<file path="config.mk">
export PLATFORM = sky130hd
export DESIGN_NAME = adc_sequencing_and_input_select
export DESIGN_NICKNAME = d
export VERILOG_FILES = /design/src/conv_ctrl_pkg.sv /design/src/conv_clk_div.sv /design/src/adc_sequencing_and_input_select.sv
export SDC_FILE = /design/constraint.sdc
export NUM_CORES = 1
export LEC_CHECK = 0
export BUFFER_PORTS_ARGS = -buffer_cell sky130_fd_sc_hd__buf_2
export CORE_MARGIN = 2
export CORE_UTILIZATION = 57
export DETAILED_ROUTE_END_ITERATION = 10
export MAX_ROUTING_LAYER = met4
export PLACE_DENSITY_LB_ADDON = 0.12
export SLEW_MARGIN = 30
export SYNTH_ARGS = -nofsm -noshare
export SYNTH_HDL_FRONTEND = slang
export SYNTH_SLANG_ARGS = --single-unit
</file>
<file path="constraint.sdc">
create_clock -name i_clk -period 3.7 [get_ports i_clk]
set_input_delay 0.74 -clock i_clk [delete_from_list [all_inputs] [get_ports i_clk]]
set_output_delay 0.74 -clock i_clk [all_outputs]
set_load 0.03 [all_outputs]
</file>
<file path="src/conv_ctrl_pkg.sv">
// Shared constants for the converter sequencing and input select block
package conv_ctrl_pkg;
  // Register offsets on the plain register port
  localparam logic [3:0] OFS_RESULT_HI = 4'h0;
  localparam logic [3:0] OFS_RESULT_LO = 4'h1;
  localparam logic [3:0] OFS_CONTROL_0 = 4'h2;
  localparam logic [3:0] OFS_CONTROL_1 = 4'h3;
  localparam logic [3:0] OFS_SHARE_LO = 4'h4;
  localparam logic [3:0] OFS_SHARE_HI = 4'h5;
  // Control 0 field positions
  localparam int C0_START = 7;
  localparam int C0_BUSY = 6;
  localparam int C0_ENABLE = 5;
  localparam int C0_FORMAT = 4;
  localparam int C0_CH_LSB = 0;
  // Control 1 field positions
  localparam int C1_SRC_LSB = 5;
  localparam int C1_REF_LSB = 3;
  localparam int C1_CK_LSB = 0;
  // Share high register field positions
  localparam int SH_CH_LSB = 0;
  localparam int SH_VREF = 2;
  // Reset values
  localparam logic [7:0] CONTROL_0_RST = 8'h00;
  localparam logic [7:0] CONTROL_1_RST = 8'h00;
  localparam logic [9:0] SHARE_RST = 10'h000;
  localparam logic [11:0] RESULT_RST = 12'h000;
  // Field codes
  localparam logic [1:0] REF_SUPPLY = 2'h1;
  localparam logic [2:0] SRC_INTERNAL = 3'h1;
  localparam logic [2:0] SRC_GND_FIRST = 3'h2;
  localparam logic [2:0] SRC_GND_LAST = 3'h4;
  localparam int NUM_CH = 10;
  localparam int RES_BITS = 12;
  // Timing in converter clock cycles
  localparam logic [3:0] SAMPLE_CYCLES = 4'h4;
  localparam logic [3:0] CONVERT_CYCLES = 4'hc;
  localparam logic [11:0] SAR_FIRST_TRIAL = 12'h800;
endpackage

</file>
<file path="src/conv_clk_div.sv">
// Power-of-two divider producing the converter clock enable
`timescale 1ns/1ps
module conv_clk_div (
  // Clock and reset
  input wire logic i_clk,
  input wire logic i_resetn,
  // Control
  input wire logic i_run,
  input wire logic i_restart,
  input wire logic [2:0] i_sel,
  // Enable pulse
  output logic o_tick
);
  logic [6:0] cnt_q;
  logic [6:0] cnt_d;
  logic tick_q;
  logic tick_d;
  logic [6:0] mask;

  always_comb begin
    mask = 7'(({7'h00, 1'b1} << i_sel) - 8'h01);
    cnt_d = cnt_q;
    tick_d = 1'b0;
    if (!i_run || i_restart) begin
      cnt_d = 7'h00;
    end else begin
      cnt_d = 7'(cnt_q + 7'h01);
      // Division by 2 to the power of the select code
      tick_d = ((cnt_q & mask) == mask);
    end
  end

  always_ff @(posedge i_clk) begin
    if (!i_resetn) begin
      cnt_q <= 7'h00;
      tick_q <= 1'b0;
    end else begin
      cnt_q <= cnt_d;
      tick_q <= tick_d;
    end
  end

  assign o_tick = tick_q;
endmodule

</file>
<file path="src/adc_sequencing_and_input_select.sv">
// Converter control: register file, input and reference routing, pin sharing, sequencing
`timescale 1ns/1ps
// Function
// - Reference from supply rail only for code 01, else from reference pin.
// - Pin selected as analog input loses all its other functions.
// - Pull-high resistor disconnected while pin is an analog input.
// - Port direction ignored while pin is an analog input.
// - Source codes 000 and 101-111 route the external channel selected.
// - Channel codes 0000-1001 connect analog inputs 0 to 9.
// - Channel codes 1010-1111 connect nothing; input floats.
// - Source code 001 routes internal twenty-times amplifier signal.
// - Source codes 010-100 tie converter input to ground.
// - Conversion starts after start bit goes low, high, then low again.
// - Busy flag is one from trigger until conversion completes.
// - Completion sets interrupt request and raises interrupt when enabled.
// - Converter clock is system clock divided by 1 to 128.
// - Analog circuitry powered exactly while the enable bit is high.
// - Four sampling then twelve conversion clock cycles per conversion.
// - Result left or right justified by format bit; unused bits zero.
// - Result registers hold their contents while converter is disabled.
module adc_sequencing_and_input_select (
  // Clock and reset
  input wire logic i_clk,
  input wire logic i_resetn,
  // Register port
  input wire logic [3:0] i_addr,
  input wire logic [7:0] i_wdata,
  input wire logic i_wr,
  input wire logic i_rd,
  output logic [7:0] o_rdata,
  // Port logic requests for the shared pins
  input wire logic [9:0] i_port_oe,
  input wire logic [9:0] i_port_pull,
  input wire logic i_vref_port_oe,
  input wire logic i_vref_port_pull,
  // Shared pin control
  output logic [9:0] o_pin_analog,
  output logic [9:0] o_pin_oe,
  output logic [9:0] o_pin_pull,
  output logic [9:0] o_pin_dig_in_en,
  output logic o_vref_pin_analog,
  output logic o_vref_pin_oe,
  output logic o_vref_pin_pull,
  // Analog core
  input wire logic i_comp_above,
  output logic o_analog_power,
  output logic o_ref_supply,
  output logic o_ref_pin,
  output logic [9:0] o_ch_connect,
  output logic o_int_connect,
  output logic o_gnd_connect,
  output logic o_sampling,
  output logic [11:0] o_dac_code,
  // Interrupt controller
  input wire logic i_int_enable,
  output logic o_int_flag_set,
  output logic o_int_request
);
  typedef enum logic [1:0] {
    ST_IDLE,
    ST_SAMPLE,
    ST_CONVERT
  } seq_state_t;

  // Extends a result into the two bytes per the justification bit
  function automatic logic [7:0] result_byte(input logic [11:0] res, input logic right,
                                             input logic high);
    logic [15:0] word;
    word = right ? {4'h0, res} : {res, 4'h0};
    result_byte = high ? word[15:8] : word[7:0];
  endfunction

  // Source codes that route an external channel
  function automatic logic is_external(input logic [2:0] src);
    is_external = (src == 3'h0) || (src > conv_ctrl_pkg::SRC_GND_LAST);
  endfunction

  // Control fields
  logic start_q;
  logic start_d;
  logic enable_q;
  logic enable_d;
  logic format_q;
  logic format_d;
  logic [3:0] chan_q;
  logic [3:0] chan_d;
  logic [2:0] src_q;
  logic [2:0] src_d;
  logic [1:0] ref_q;
  logic [1:0] ref_d;
  logic [2:0] ck_q;
  logic [2:0] ck_d;
  logic [9:0] share_q;
  logic [9:0] share_d;
  logic vref_share_q;
  logic vref_share_d;
  logic [7:0] rdata_q;
  logic [7:0] rdata_d;
  logic wr_c0;
  logic trigger;
  // Result and busy are read back by the register port, so they are declared here
  logic [11:0] result_q;
  logic [11:0] result_d;
  logic busy_q;
  logic busy_d;

  always_comb begin
    start_d = start_q;
    enable_d = enable_q;
    format_d = format_q;
    chan_d = chan_q;
    src_d = src_q;
    ref_d = ref_q;
    ck_d = ck_q;
    share_d = share_q;
    vref_share_d = vref_share_q;
    rdata_d = 8'h00;
    wr_c0 = i_wr && (i_addr == conv_ctrl_pkg::OFS_CONTROL_0);
    if (wr_c0) begin
      start_d = i_wdata[conv_ctrl_pkg::C0_START];
      enable_d = i_wdata[conv_ctrl_pkg::C0_ENABLE];
      format_d = i_wdata[conv_ctrl_pkg::C0_FORMAT];
      chan_d = i_wdata[conv_ctrl_pkg::C0_CH_LSB +: 4];
    end
    if (i_wr && (i_addr == conv_ctrl_pkg::OFS_CONTROL_1)) begin
      src_d = i_wdata[conv_ctrl_pkg::C1_SRC_LSB +: 3];
      ref_d = i_wdata[conv_ctrl_pkg::C1_REF_LSB +: 2];
      ck_d = i_wdata[conv_ctrl_pkg::C1_CK_LSB +: 3];
    end
    if (i_wr && (i_addr == conv_ctrl_pkg::OFS_SHARE_LO)) begin
      share_d[7:0] = i_wdata;
    end
    if (i_wr && (i_addr == conv_ctrl_pkg::OFS_SHARE_HI)) begin
      share_d[9:8] = i_wdata[conv_ctrl_pkg::SH_CH_LSB +: 2];
      vref_share_d = i_wdata[conv_ctrl_pkg::SH_VREF];
    end
    if (i_rd) begin
      case (i_addr)
        conv_ctrl_pkg::OFS_RESULT_HI: rdata_d = result_byte(result_q, format_q, 1'b1);
        conv_ctrl_pkg::OFS_RESULT_LO: rdata_d = result_byte(result_q, format_q, 1'b0);
        conv_ctrl_pkg::OFS_CONTROL_0: rdata_d = {start_q, busy_q, enable_q, format_q, chan_q};
        conv_ctrl_pkg::OFS_CONTROL_1: rdata_d = {src_q, ref_q, ck_q};
        conv_ctrl_pkg::OFS_SHARE_LO: rdata_d = share_q[7:0];
        conv_ctrl_pkg::OFS_SHARE_HI: rdata_d = {5'h00, vref_share_q, share_q[9:8]};
        default: rdata_d = 8'h00;
      endcase
    end
  end

  // Trigger is the falling write of a start bit that was high
  assign trigger = wr_c0 && start_q && !i_wdata[conv_ctrl_pkg::C0_START] &&
                   i_wdata[conv_ctrl_pkg::C0_ENABLE] && enable_q;

  always_ff @(posedge i_clk) begin
    if (!i_resetn) begin
      start_q <= conv_ctrl_pkg::CONTROL_0_RST[conv_ctrl_pkg::C0_START];
      enable_q <= conv_ctrl_pkg::CONTROL_0_RST[conv_ctrl_pkg::C0_ENABLE];
      format_q <= conv_ctrl_pkg::CONTROL_0_RST[conv_ctrl_pkg::C0_FORMAT];
      chan_q <= conv_ctrl_pkg::CONTROL_0_RST[conv_ctrl_pkg::C0_CH_LSB +: 4];
      src_q <= conv_ctrl_pkg::CONTROL_1_RST[conv_ctrl_pkg::C1_SRC_LSB +: 3];
      ref_q <= conv_ctrl_pkg::CONTROL_1_RST[conv_ctrl_pkg::C1_REF_LSB +: 2];
      ck_q <= conv_ctrl_pkg::CONTROL_1_RST[conv_ctrl_pkg::C1_CK_LSB +: 3];
      share_q <= conv_ctrl_pkg::SHARE_RST;
      vref_share_q <= 1'b0;
      rdata_q <= 8'h00;
    end else begin
      start_q <= start_d;
      enable_q <= enable_d;
      format_q <= format_d;
      chan_q <= chan_d;
      src_q <= src_d;
      ref_q <= ref_d;
      ck_q <= ck_d;
      share_q <= share_d;
      vref_share_q <= vref_share_d;
      rdata_q <= rdata_d;
    end
  end

  // Sequencer
  seq_state_t state_q;
  seq_state_t state_d;
  logic [3:0] cnt_q;
  logic [3:0] cnt_d;
  logic [11:0] sar_q;
  logic [11:0] sar_d;
  logic done_q;
  logic done_d;
  logic [3:0] bit_idx;
  logic tick;

  conv_clk_div u_div (
    .i_clk(i_clk),
    .i_resetn(i_resetn),
    .i_run(enable_q),
    .i_restart(trigger),
    .i_sel(ck_q),
    .o_tick(tick)
  );

  always_comb begin
    state_d = state_q;
    cnt_d = cnt_q;
    sar_d = sar_q;
    result_d = result_q;
    busy_d = busy_q;
    done_d = 1'b0;
    bit_idx = 4'(4'hb - cnt_q);
    if (!enable_d) begin
      // Disabled: sequencer parked, result untouched
      state_d = ST_IDLE;
      busy_d = 1'b0;
    end else if (trigger) begin
      state_d = ST_SAMPLE;
      cnt_d = 4'h0;
      busy_d = 1'b1;
    end else if (start_q) begin
      // A high start bit holds the converter in reset
      state_d = ST_IDLE;
      busy_d = 1'b0;
    end else begin
      case (state_q)
        ST_IDLE: begin
          busy_d = 1'b0;
        end
        ST_SAMPLE: begin
          if (tick) begin
            cnt_d = 4'(cnt_q + 4'h1);
            if (cnt_q == 4'(conv_ctrl_pkg::SAMPLE_CYCLES - 4'h1)) begin
              state_d = ST_CONVERT;
              cnt_d = 4'h0;
              sar_d = conv_ctrl_pkg::SAR_FIRST_TRIAL;
            end
          end
        end
        ST_CONVERT: begin
          if (tick) begin
            cnt_d = 4'(cnt_q + 4'h1);
            // One result bit resolved per converter clock
            if (!i_comp_above) begin
              sar_d[bit_idx] = 1'b0;
            end
            if (bit_idx != 4'h0) begin
              sar_d[4'(bit_idx - 4'h1)] = 1'b1;
            end
            if (cnt_q == 4'(conv_ctrl_pkg::CONVERT_CYCLES - 4'h1)) begin
              state_d = ST_IDLE;
              result_d = sar_d;
              busy_d = 1'b0;
              done_d = 1'b1;
            end
          end
        end
        default: begin
          state_d = ST_IDLE;
          busy_d = 1'b0;
        end
      endcase
    end
  end

  always_ff @(posedge i_clk) begin
    if (!i_resetn) begin
      state_q <= ST_IDLE;
      cnt_q <= 4'h0;
      sar_q <= conv_ctrl_pkg::RESULT_RST;
      result_q <= conv_ctrl_pkg::RESULT_RST;
      busy_q <= 1'b0;
      done_q <= 1'b0;
    end else begin
      state_q <= state_d;
      cnt_q <= cnt_d;
      sar_q <= sar_d;
      result_q <= result_d;
      busy_q <= busy_d;
      done_q <= done_d;
    end
  end

  // Routing and pin sharing, registered so every output is a flip-flop
  logic [9:0] ch_conn_d;
  logic [9:0] ch_conn_q;
  logic int_conn_q;
  logic gnd_conn_q;
  logic ref_supply_q;
  logic ref_pin_q;
  logic [9:0] pin_oe_q;
  logic [9:0] pin_pull_q;
  logic [9:0] pin_in_q;
  logic vref_oe_q;
  logic vref_pull_q;
  logic power_q;
  logic sampling_q;
  logic int_req_q;

  always_comb begin
    ch_conn_d = 10'h000;
    // Codes above nine leave every channel open
    if (is_external(src_q) && (chan_q < 4'(conv_ctrl_pkg::NUM_CH))) begin
      ch_conn_d[chan_q] = 1'b1;
    end
  end

  always_ff @(posedge i_clk) begin
    if (!i_resetn) begin
      ch_conn_q <= 10'h000;
      int_conn_q <= 1'b0;
      gnd_conn_q <= 1'b0;
      ref_supply_q <= 1'b0;
      ref_pin_q <= 1'b1;
      pin_oe_q <= 10'h000;
      pin_pull_q <= 10'h000;
      pin_in_q <= 10'h000;
      vref_oe_q <= 1'b0;
      vref_pull_q <= 1'b0;
      power_q <= 1'b0;
      sampling_q <= 1'b0;
      int_req_q <= 1'b0;
    end else begin
      ch_conn_q <= ch_conn_d;
      int_conn_q <= (src_q == conv_ctrl_pkg::SRC_INTERNAL);
      gnd_conn_q <= (src_q >= conv_ctrl_pkg::SRC_GND_FIRST) &&
                    (src_q <= conv_ctrl_pkg::SRC_GND_LAST);
      ref_supply_q <= (ref_q == conv_ctrl_pkg::REF_SUPPLY);
      ref_pin_q <= (ref_q != conv_ctrl_pkg::REF_SUPPLY);
      pin_oe_q <= i_port_oe & ~share_d;
      pin_pull_q <= i_port_pull & ~share_d;
      pin_in_q <= ~share_d;
      vref_oe_q <= i_vref_port_oe & ~vref_share_d;
      vref_pull_q <= i_vref_port_pull & ~vref_share_d;
      power_q <= enable_d;
      sampling_q <= (state_d == ST_SAMPLE);
      int_req_q <= done_d && i_int_enable;
    end
  end

  assign o_rdata = rdata_q;
  assign o_pin_analog = share_q;
  assign o_pin_oe = pin_oe_q;
  assign o_pin_pull = pin_pull_q;
  assign o_pin_dig_in_en = pin_in_q;
  assign o_vref_pin_analog = vref_share_q;
  assign o_vref_pin_oe = vref_oe_q;
  assign o_vref_pin_pull = vref_pull_q;
  assign o_analog_power = power_q;
  assign o_ref_supply = ref_supply_q;
  assign o_ref_pin = ref_pin_q;
  assign o_ch_connect = ch_conn_q;
  assign o_int_connect = int_conn_q;
  assign o_gnd_connect = gnd_conn_q;
  assign o_sampling = sampling_q;
  assign o_dac_code = sar_q;
  assign o_int_flag_set = done_q;
  assign o_int_request = int_req_q;
endmodule

</file>
**Yosys cells after proc, flatten, opt, wreduce, memory -nomap -nowiden**

Index checks and enable logic that the tools add are counted.
W data, S select, Z words.

- Word-level logic and storage cells: 162
- Latch bits: 0
- Memories: 0
- ROM bits: 0
- Bits in registers: 122
- RAM bits: 0

- Bitwise gates (word level): 13
- Equality and inequality tests: 23
- Mux-type cells: 48
- Order comparisons: 10
- Add/subtract/negate cells: 5
- Shift-type cells: 1
- Multiply operators: 0
- Reductions and logical operators: 32
- Div/mod/pow operators: 0

Operator list:

| kind | count |
|---|---|
| $mux W12 | 10 |
| $pmux W8 S6 | 1 |
| $pmux W12 S2 | 1 |
| $and A10 B10 Y10 | 2 |
| $mux W4 | 5 |
| $mux W16 | 1 |
| $mux W2 | 8 |
| $lt A4 B5 Y1 const B | 3 |
| $mux W1 | 15 |
| $logic_and A1 B1 Y1 | 14 |
| $and A12 B12 Y12 | 1 |
| $demux W1 S4 | 3 |
| $eq A4 B2 Y1 const B | 3 |
| $ge A4 B1 Y1 const B | 3 |
| $not A12 Y12 | 1 |
| $or A12 B12 Y12 | 1 |
| $not A10 Y10 | 1 |
| $eq A4 B3 Y1 const B | 2 |
| $mux W8 | 1 |
| $ne A2 B1 Y1 const B | 4 |
| $pmux W4 S2 | 1 |
| $add A7 B1 Y7 const B | 1 |
| $and A7 B7 Y7 | 1 |
| $eq A7 B7 Y1 | 1 |
| other kinds (37) | 48 |

**Depth between registers and ports, before layout**

Gate-level depths: netlist of the first run.

- Depth in word-level cells: 17
- Gate-level depth with buffers: 9
- Mapped depth without buffers: 8

**Modules after synthesis**

Synthesis of the first run repeated with hierarchy kept, for this count alone.

- Cell total of the unflattened synthesis: 547
- Area, all modules: 5107.4 µm²

Modules (own cells, without submodules):

| module | area an instance (µm²) | instances | sequential area each (µm²) | cells an instance |
|---|---|---|---|---|
| adc_sequencing_and_input_select | 4662.0 | 1 | 2282.2 | 496 |
| conv_clk_div | 445.4 | 1 | 160.2 | 51 |

**Least setup slack after synthesis of the first run**

Ideal clock, no wire load.

- Path type: in2reg
- Start point: in i_addr[0]
- End point: reg result_q[10]
- Required time: 3621 ps
- Setup slack: 1466 ps
- Arrival: 2155 ps
- Library setup time: 79 ps
- Cell stages on the path: 6
- Path through: nor4b_4 nand3_2 a211oi_4 buf_6 nor2_1 a211oi_2

- Cells in the longest elaborated chain, start to end: 8
- Elaborated cells on any way between the ends: 9
- Classes of those cells: 1 x eq/ne; 1 x mux; 1 x bitwise; 6 x reduce/logical

Ends and longest elaborated chain:

| what | RTL line | RTL |
|---|---|---|
| from (decl) | adc_sequencing_and_input_select.sv:26 | `input wire logic [3:0] i_addr,` |
| $eq A4 B2 Y1 * | adc_sequencing_and_input_select.sv:118 | `wr_c0 = i_wr && (i_addr == conv_ctrl_pkg::OFS_CONTROL_0);` |
| $logic_and A1 B1 Y1 * | adc_sequencing_and_input_select.sv:118 |  |
| $logic_and A1 B1 Y1 (3 in a row) | adc_sequencing_and_input_select.sv:151 | `assign trigger = wr_c0 && start_q && !i_wdata[conv_ctrl_pkg::C0_START] &&` |
| $logic_and A1 B1 Y1 | adc_sequencing_and_input_select.sv:152 | `i_wdata[conv_ctrl_pkg::C0_ENABLE] && enable_q;` |
| $not A1 Y1 (no line) | n/a |  |
| $reduce_and A6 Y1 (no line) * | n/a |  |
| to (signal assigned) | adc_sequencing_and_input_select.sv:267 | `result_q <= conv_ctrl_pkg::RESULT_RST;` |
| to (signal assigned) | adc_sequencing_and_input_select.sv:274 | `result_q <= result_d;` |
| to (decl) | adc_sequencing_and_input_select.sv:102 | `logic [11:0] result_q;` |

Mark *: on every way between the ends. The rest lies on a longest branch, timed or not.
A chain may end at the register's enable or synchronous reset.

**Final worst setup path of the first run**

- Start point: reg cnt_q[0]
- End point: reg sar_q[5], in the netlist o_dac_code[5]

- Cells in the longest elaborated chain, start to end: 17
- Elaborated cells on any way between the ends: 28
- Classes of those cells: 2 x add/sub; 4 x order compare; 2 x eq/ne; 13 x mux; 3 x bitwise; 4 x reduce/logical

Ends and longest elaborated chain:

| what | RTL line | RTL |
|---|---|---|
| from (decl) | adc_sequencing_and_input_select.sv:183 | `logic [3:0] cnt_q;` |
| from (signal assigned) | adc_sequencing_and_input_select.sv:272 | `cnt_q <= cnt_d;` |
| $sub A4 B4 Y4 | adc_sequencing_and_input_select.sv:208 | `bit_idx = 4'(4'hb - cnt_q);` |
| $lt A4 B5 Y1 (implied by the code) / $ge A4 B1 Y1 (equally long branches) | adc_sequencing_and_input_select.sv:241 | `sar_d[bit_idx] = 1'b0;` |
| $logic_and A1 B1 Y1 (implied by the code) | adc_sequencing_and_input_select.sv:241 |  |
| $mux W1 (implied by the code) | adc_sequencing_and_input_select.sv:241 |  |
| $demux W1 S4 | adc_sequencing_and_input_select.sv:241 |  |
| $not A12 Y12 (no line) | n/a |  |
| $and A12 B12 Y12 (no line) | n/a |  |
| $mux W12 | adc_sequencing_and_input_select.sv:240 | `if (!i_comp_above) begin` |
| $mux W12 | adc_sequencing_and_input_select.sv:237 | `if (tick) begin` |
| $mux W12 | adc_sequencing_and_input_select.sv:222 | `case (state_q)` |
| $mux W12 | adc_sequencing_and_input_select.sv:217 | `end else if (start_q) begin` |
| $mux W12 | adc_sequencing_and_input_select.sv:213 | `end else if (trigger) begin` |
| $mux W12 | adc_sequencing_and_input_select.sv:209 | `if (!enable_d) begin` |
| $or A12 B12 Y12 (no line) | n/a |  |
| $mux W12 | adc_sequencing_and_input_select.sv:243 | `if (bit_idx != 4'h0) begin` |
| $mux W12 | adc_sequencing_and_input_select.sv:237 |  |
| $pmux W12 S2 | adc_sequencing_and_input_select.sv:222 |  |
| to (signal assigned) | adc_sequencing_and_input_select.sv:266 | `sar_q <= conv_ctrl_pkg::RESULT_RST;` |
| to (signal assigned) | adc_sequencing_and_input_select.sv:273 | `sar_q <= sar_d;` |
| to (decl) | adc_sequencing_and_input_select.sv:185 | `logic [11:0] sar_q;` |

Parallel ways exist; a longest one is shown, timed or not. The select of a mux whose other input is x is not followed.

==> impl_metrics.ini, run 1 <==
[yosys]
synthFlopType = dfxtp_1
synth_compound_area_share_pct = 16.8
syn_avg_cell_area_sq_um = 9.14
synth_xor_xnor_area_share_pct = 1.21
yosys.area_share.simple_pct = 23.8
yosysSeqAreaShare_pct = 48.1
synth-async-reset-ratio_pct = 0
syn_area_sq_um = 5080
synth_seq_cells = 122
syn_nets = 607
synth_mux_area_share_pct = 4.16
yosysUniqueCellTypes = 55
synth_top_family_by_area = simple AND/OR/NAND/NOR gates
synthAdderAreaFrac_pct = 2.71
synth_edf_count = 0
yosys_warnings = 0
synthCells = 556

[grt]
grt_start_max_net_pins = 36
overflow = 0
grt_pass1_vias = 4406
grt_pass1_wl_microns = 22000
antenna_found_initial = 0
grt_usage_pct = 29.6

[worst_setup_path]
crit_fanout = 15
r2r_slack_ns = 1.26
cp.arrival_ns = 2.86
crit_path_start_kind = flop
worstSetupPathType = flop to flop
required_ns = 4.12
worstPathCellList = ha_1 -> and4b_1 -> o21ai_0 -> a211oi_1 -> nor2_1 -> a22o_1
crit_buf_inv = 0
endpoint_kind = flop
critPathSlowestCell = ha_1
cpPeakStageDelay_ns = 0.53
critPathTopFamily = compound AO/OA/AOI/OAI gates

[layout]
fillCellCount = 677
final_cell_mix = 122 x dfxtp_1, 120 x buf_2, 56 x nand2_1
final_util_pct = 72.6
final_nets = 720
n_antenna_cell = 0
final_common_cell = dfxtp_1
drive_gt1_share_pct = 24.5
synthToLayoutAreaGrowth_pct = 24.1

[die]
core-area_sq_um = 8680
design.die.area_sq_um = 9690
initial_core_util_pct = 58.5
die-width_microns = 98.4
io_pins = 121
rows = 34
die_h_microns = 98.4

[sta]
finClkSkew_ns = 0.00947
worst_slew_pin_slew_ns = 0.782
min_period_ns = 2.44
clock.fmax_mhz = 410
holdWs_ns = 0.409
setup_tns_ns = 0
max-slew-margin-rel_pct = 47.4
setup_viol = 0
finalHoldViolCount = 0
finalMaxSlewViolations = 0
rsz0062_at_grt = no
setup_slack_ns = 1.26
period_share_pct = 65.9

[worst_hold_path]
hold_path_class = primary input to flop

[power_and_ir_drop]
p_leak_nw = 2.67
irDropWorstVdd_mv = 0.258
power.density_nw_per_um2 = 497

[clock_tree]
cts.hold.buffers_added = 0
cts_htree_levels = 4
cts_buffers = 17
clockBufferDepth = 2
root_buffer = clkbuf_8
post_cts_resize_count = 0
cts_setup_buffers = 0
clk_pin_slew_ns = 0.07
cts_tree = built
numClockSinks = 122
clock_latency_ns = 0.52

[routing]
first_pass_iters = 5
num_vias = 4611
drtAntennaViolNets = 0
met3_length_microns = 867
wl_met2_microns = 6620
wl_met1_microns = 5640
drc = 0
wirelength_microns = 13600
via_per_inst = 5.84
routed.top_layer = met4
drt_iter0_drc = 237
post_drt_wl_per_cell_microns = 17.2

[placement]
place.gp.congestion = 0.960
pre_cts_slack_ns = 0.872
io_buffer_count = 120
dp_hpwl_microns = 9900

[outcome]
status = finished, final reports clean

[job]
drv_cap = 0
## routing by layer
layer	global-route usage [%]	vias to the layer above
met5	-	-
met4	14.4	0
met3	7.16	40
met2	47.9	179
met1	34.7	2173
li1	-	2219
## per-stage QoR
| step | std cells | total power, mW | instance area [sq um] |
|---|---|---|---|
| 2_1_floorplan | 556 | 1.49 | 5080 |
| 3_3_place_gp | 758 | 1.55 | 5730 |
| 3_5_place_dp | 758 | 1.56 | 5730 |
| 4_1_cts | 790 | 3.16 | 6300 |
| 5_1_grt | 790 | 3.24 | 6300 |
| 6_report | 790 | 3.13 | 6300 |
## power breakdown
part	switching (mW)	internal, mW
logic	0.123	0.0569
registers	0.0108	1.34
clock network	0.634	0.970
## sequential cells by signal (all words and copies together), names as in the netlist, 2 cells and up
| signal | count |
|---|---|
| chan_q | 4 |
| ck_q | 3 |
| cnt_q | 4 |
| o_ch_connect | 10 |
| o_dac_code | 12 |
| o_pin_analog | 10 |
| o_pin_dig_in_en | 10 |
| o_pin_oe | 10 |
| o_pin_pull | 10 |
| o_rdata | 8 |
| ref_q | 2 |
| result_q | 12 |
| src_q | 3 |
| state_q | 2 |
| u_div.cnt_q | 7 |
## cell type report
type | count | area (sq um) | share of cell area, %
clock buffers | 17 | 414 | 6.57
repair buffers | 124 | 631 | 10.0
well taps | 108 | 135 | 2.14
multi-input cells | 392 | 2470 | 39.2
flip-flops and latches | 122 | 2440 | 38.7
inverters | 12 | 45.0 | 0.715
clock inverters | 15 | 164 | 2.60
## synth_stat cells (11+ instances only)
cell,count,area [sq um]
and3_1,27,169
inv_1,11,41.3
mux2i_1,20,200
nor2_1,54,203
nand3_1,27,135
nand2_1,56,210
a22o_1,24,210
and2_1,14,87.6
ha_1,11,138
clkbuf_1,26,97.6
a22oi_1,15,113
dfxtp_1,122,2440
a21oi_1,36,180
## path summary, 6_finish.rpt
path | start | to | cells past startpoint
max | cnt_q[0] | o_dac_code[5] | 6
min | i_int_enable | o_int_request | 2
max reg2reg | cnt_q[0] | o_dac_code[5] | 6
min reg2reg | ref_q[0] | o_ref_pin | 1
## kinds of logic (layout without fill, tap and decap cells)
group | count (synthesis) | in the layout
AO/OA/AOI/OAI | 120 | 120
XOR/XNOR | 7 | 7
adder cells (fa/ha/maj) | 11 | 11
buffers and inverters | 42 | 168
flip-flops | 122 | 122
multiplexers | 21 | 21
AND/OR/NAND/NOR | 233 | 233
Power figures use the tool's default switching activity.
==> run 2, diff against run 1 <==
--- a/config.mk
+++ b/config.mk
@@ -5,9 +5,10 @@
 export SDC_FILE = /design/constraint.sdc
 export NUM_CORES = 1
 export LEC_CHECK = 0
+export ABC_AREA = 1
 export BUFFER_PORTS_ARGS = -buffer_cell sky130_fd_sc_hd__buf_2
 export CORE_MARGIN = 2
-export CORE_UTILIZATION = 57
+export CORE_UTILIZATION = 48
 export DETAILED_ROUTE_END_ITERATION = 10
 export MAX_ROUTING_LAYER = met4
 export PLACE_DENSITY_LB_ADDON = 0.12
==> constraint.sdc (replaced) <==
create_clock -name i_clk -period 2.1 [get_ports i_clk]
set_input_delay 0.42 -clock i_clk [delete_from_list [all_inputs] [get_ports i_clk]]
set_output_delay 0.42 -clock i_clk [all_outputs]
set_load 0.03 [all_outputs]
==> impl_metrics.ini, run 2 <==
[routing]
drt_iter0_drc = 309
drc = 0
first_pass_iters = 7
via_per_inst = 4.91
wirelength_microns = 13800
drtAntennaViolNets = 0
post_drt_wl_per_cell_microns = 13.8
num_vias = 4899

[yosys]
synth_area_leaders = dfxtp_1 47%, nand2_1 10%, inv_1 8.3%
synth_area_leader_cell = dfxtp_1
synth-async-reset-ratio_pct = 0
yosys_warnings = 0
synth_most_common_cell = nand2_1
synthFlopType = dfxtp_1
yosysUniqueCellTypes = 36
syn_area_sq_um = 5170
synth_top_area_share_pct = 47.3
synthCells = 719
synth_seq_cells = 122
syn_avg_cell_area_sq_um = 7.19
yosys-top-cells-count = 143 x nand2_1, 122 x dfxtp_1, 114 x inv_1, 114 x nor2_1, 51 x o21ai_0
yosysSeqAreaShare_pct = 47.3
synth_edf_count = 0
syn_nets = 770

[worst_setup_path]
r2r-end = o_dac_code[2]
endpoint_kind = flop
rr_startpoint = cnt_q[0]
worstSetupPathType = flop to flop
crit_path_start_kind = flop
r2r_slack_ns = 0.22
cp.arrival_ns = 2.29
crit_fanout = 23
required_ns = 2.51
reg2reg_depth = 8

[clock_tree]
clockBufferDepth = 2
numClockSinks = 122
cts_htree_levels = 4
cts_tree = built
root_buffer = clkbuf_8
clk_pin_slew_ns = 0.06
clock_latency_ns = 0.51
cts_buffers = 17
cts_setup_buffers = 0

[grt]
grt_start_max_net_pins = 28
grt_pass1_wl_microns = 22000
grt_pass1_vias = 4699
grt_usage_pct = 25.1
antenna_found_initial = 0
overflow = 0

[worst_hold_path]
hold_path_class = primary input to flop
holdPathEnd = o_int_request
min-delay-start = i_int_enable
holdPathStages = 2

[power_and_ir_drop]
power.density_nw_per_um2 = 903
power.share.combinational_pct = 6.2
p_int_mw = 4.59
p_sw_share_pct = 22.6
power_mw = 5.92
power_switching_mw = 1.34
sequentialPowerShare_pct = 40.3
clockPowerShare_pct = 53.5
p_leak_nw = 3.30
irDropWorstVdd_mv = 0.524

[sta]
period_share_pct = 89.7
worst_slew_pin_slew_ns = 0.547
finalMaxSlewViolations = 0
setup_viol = 0
rsz0062_at_grt = no
finalHoldViolCount = 0
setup_tns_ns = 0
max-slew-margin-rel_pct = 63.4
min_period_ns = 1.88
holdWs_ns = 0.113
finClkSkew_ns = 0.00730
clock.fmax_mhz = 531

[die]
die_h_microns = 108
core-area_sq_um = 10400
design.die.area_sq_um = 11600
die-width_microns = 108
initial_core_util_pct = 49.8
rows = 37
io_pins = 121

[job]
drv_cap = 0

[outcome]
status = finished, final reports clean

[layout]
synthToLayoutAreaGrowth_pct = 26.9
n_antenna_cell = 0
fin_area_sq_um = 6560
final_cell_mix = 143 x nand2_1, 122 x dfxtp_1, 120 x buf_2
drive_gt1_share_pct = 20.9
final_common_cell = nand2_1
fillCellCount = 975
final_nets = 900

[placement]
dp_hpwl_microns = 9930
io_buffer_count = 120
place.gp.congestion = 0.983
placed_area_sq_um = 5910
[run 2: cell families (layout without fill, tap and decap cells)]
group           after synthesis  after routing  share of synthesized area [%]
compound gates              124            124                           12.7
xor+xnor                      6              6                           1.02
fa+ha+maj                    11             11                           2.66
buf+inv                     139            282                           10.7
flops                       122            122                           47.3
simple gates                317            317                           25.7
[run 2: per-layer routing]
layer  global-route usage, %  share of wire [%]  vias to the layer above
met3                    5.63                5.1                       20
met4                    10.3                1.6                        0
met5                       -                  0                        -
met1                    30.0                 43                     2215
met2                    41.1                 50                      158
li1                        -                  -                     2506
[run 2: how the worst max path moves through the flow]
| stage | from | endpoint | slack [ns] | cells past startpoint |
|---|---|---|---|---|
| floorplan | cnt_q[2] | o_dac_code[10] | 0.37 | 12 |
| global placement | i_addr[3] | result_q[4] | 0.26 | 9 |
| detailed placement | cnt_q[0] | o_dac_code[2] | 0.15 | 8 |
| CTS | cnt_q[0] | o_dac_code[2] | 0.10 | 8 |
| global route | cnt_q[0] | o_dac_code[1] | 0.01 | 8 |
| finish | cnt_q[0] | o_dac_code[2] | 0.22 | 8 |
[run 2: layout make-up]
| type | count | area [sq um] | share of cell area (%) |
|---|---|---|---|
| flip-flops and latches | 122 | 2440 | 37.2 |
| inverters | 119 | 447 | 6.81 |
| clock inverters | 11 | 191 | 2.92 |
| well taps | 136 | 170 | 2.59 |
| repair buffers | 131 | 683 | 10.4 |
| clock buffers | 21 | 449 | 6.85 |
| multi-input cells | 458 | 2170 | 33.2 |
[run 2: power by group through the flow]
stage,Clock [mW],Sequential [mW],Combinational [mW]
2_1_floorplan,0,2.53,0.131
3_3_place_gp,0,2.44,0.356
3_5_place_dp,0,2.44,0.363
4_1_cts,3.21,2.39,0.369
5_1_grt,3.33,2.39,0.402
6_report,3.17,2.39,0.369
[run 2: through the flow]
| stage | utilization, % | cells | worst slack, ns |
|---|---|---|---|
| final | 63.2 | 998 | 0.216 |
| after detailed placement | 57.0 | 966 | 0.149 |
| after floorplan | - | 719 | 0.368 |
| after global routing | 63.2 | 998 | 0.0127 |
| after CTS | 63.2 | 998 | 0.103 |
| after global placement | 57.0 | 966 | 0.261 |
[run 2: worst max-delay path: stages (launching register included)]
cell and delay [ns]:
dfxtp_1 0.40, ha_2 0.32, nand2_1 0.11, inv_1 0.08, nand3_1 0.09, o21ai_0 0.21
nand3_4 0.29, a21oi_1 0.22, nor2_1 0.05
[run 2: repair_timing]
item	in CTS	in global routing
setup endpoints to repair	0	12
gates resized for setup	0	1
hold buffers	0	0
==> run 3, diff against run 2 <==
--- a/config.mk
+++ b/config.mk
@@ -7,6 +7,7 @@
 export LEC_CHECK = 0
 export ABC_AREA = 1
 export BUFFER_PORTS_ARGS = -buffer_cell sky130_fd_sc_hd__buf_2
+export CORE_ASPECT_RATIO = 1.4
 export CORE_MARGIN = 2
 export CORE_UTILIZATION = 48
 export DETAILED_ROUTE_END_ITERATION = 10
==> impl_metrics.ini, run 3 (synthesis results as in run 2) <==
[outcome]
status = finished, final reports clean

[layout]
final_cell_mix = 143 x nand2_1, 122 x dfxtp_1, 120 x buf_2
drive_gt1_share_pct = 20.9
synthToLayoutAreaGrowth_pct = 27.1
instances_no_fill = 1000
n_antenna_cell = 0
fillCellCount = 981
final_nets = 900
final_common_cell = nand2_1

[routing]
drc = 0
num_vias = 5034
post_drt_wl_per_cell_microns = 13.7
wirelength_microns = 13700
via_per_inst = 5.03
drt_iter0_drc = 257
first_pass_iters = 5
drtAntennaViolNets = 0

[power_and_ir_drop]
power.density_nw_per_um2 = 904
power_mw = 5.94
irDropWorstVdd_mv = 0.543
p_leak_nw = 3.32

[clock_tree]
post_cts_resize_count = 0
cts_setup_buffers = 0
clockBufferDepth = 2
clock_latency_ns = 0.41
clk_pin_slew_ns = 0.06
numClockSinks = 122
root_buffer = clkbuf_16
cts_tree = built
cts_buffers = 17
cts.hold.buffers_added = 0
cts_htree_levels = 4

[grt]
grt_usage_pct = 24.7
grt_pass1_wl_microns = 22100
antenna_found_initial = 0
overflow = 0
grt_pass1_vias = 4806
grt_start_max_net_pins = 39

[worst_setup_path]
cp.arrival_ns = 2.17
reg2reg_depth = 8
crit_fanout = 23
critPathTopFamily = simple AND/OR/NAND/NOR gates
critPathSlowestCell = dfxtp_1
cp.depth = 8
worstSetupPathType = flop to flop
cpPeakStageDelay_ns = 0.40
endpoint_kind = flop
crit_buf_inv = 1
required_ns = 2.40
r2r-end = o_dac_code[5]
crit_path_start_kind = flop
r2r_slack_ns = 0.23
rr_startpoint = cnt_q[0]
worstPathCellList = ha_1 -> nand2_1 -> inv_1 -> nand3_1 -> o21ai_0 -> nand3_4 -> a21oi_1 -> nor2_1

[sta]
clock.fmax_mhz = 535
period_share_pct = 89.0
worst_slew_pin_slew_ns = 0.583
min_period_ns = 1.87
finClkSkew_ns = 0.0126
setup_slack_ns = 0.231
finalHoldViolCount = 0
setup_viol = 0
rsz0062_at_grt = no
max-slew-margin-rel_pct = 61.1
setup_tns_ns = 0
finalMaxSlewViolations = 0

[placement]
dp_hpwl_microns = 10200
pre_cts_slack_ns = 0.162
place.gp.congestion = 0.937
io_buffer_count = 120
dp.cells = 968

[die]
die-width_microns = 91.7
initial_core_util_pct = 49.4
core-area_sq_um = 10500
design.die.area_sq_um = 11600
rows = 44
die_h_microns = 127
io_pins = 121

[worst_hold_path]
holdPathStages = 2
min-delay-start = i_int_enable
holdPathEnd = o_int_request
hold_path_class = primary input to flop

[job]
drv_cap = 0
==> run 3: changes by cell type in the layout (fill, tap and decap cells not counted) <==
| cell | previous run | this run |
|---|---|---|
| clkbuf_8 | 3 | 2 |
| clkinvlp_4 | 3 | 2 |
| ha_1 | 10 | 11 |
| clkbuf_1 | 2 | 1 |
| clkinv_2 | 2 | 4 |
| clkbuf_16 | 16 | 17 |
| ha_2 | 1 | 0 |
==> run 3: worst max-delay path by stage <==
stage                     startpoint             end  slack [ns]
after floorplan             cnt_q[2]  o_dac_code[10]        0.37
after global placement     i_addr[2]     result_q[0]        0.23
after detailed placement   i_addr[2]     result_q[8]        0.16
after CTS                   cnt_q[0]   o_dac_code[5]        0.21
after global routing        cnt_q[0]   o_dac_code[4]        0.01
final                       cnt_q[0]   o_dac_code[5]        0.23
==> run 3: metrics by stage <==
stage | area (sq um) | hold slack (ns) | utilization, %
after global placement | 5920 | 0.442 | 56.6
after CTS | 6570 | 0.206 | 62.8
final | 6570 | 0.218 | 62.8
after global routing | 6570 | 0.213 | 62.8
after detailed placement | 5920 | 0.444 | 56.6
after floorplan | 5170 | 0.413 | -
==> run 3: per-layer routing <==
metal,track usage (%),wire length [microns]
met3,5.34,652
met2,42.7,6990
met4,14.1,684
met1,25.9,5410
met5,-,0
==> run 3: power breakdown <==
| part | internal (mW) | leakage [nW] | switching (mW) |
|---|---|---|---|
| clock network | 2.16 | 0.316 | 1.02 |
| logic | 0.105 | 2.01 | 0.260 |
| registers | 2.37 | 0.994 | 0.0177 |
| total | 4.64 | 3.32 | 1.30 |
==> run 3: layout make-up <==
type	instances	area (sq um)	area share [%]
Sequential cell	122	2440	37.2
Multi-Input combinational cell	458	2170	33.1
Timing Repair Buffer	131	683	10.4
Clock buffer	20	457	6.95
Inverter	119	447	6.80
Clock inverter	12	194	2.95
Tap cell	138	173	2.63
==> run 3: worst register-to-register path, delay by kind of cell (launching register included) <==
| family | cells | cell delay [ns] |
|---|---|---|
| flip-flops | 1 | 0.40 |
| AND/OR/NAND/NOR | 4 | 0.55 |
| buffers and inverters | 1 | 0.09 |
| adder cells (fa/ha/maj) | 1 | 0.27 |
| AO/OA/AOI/OAI | 2 | 0.44 |
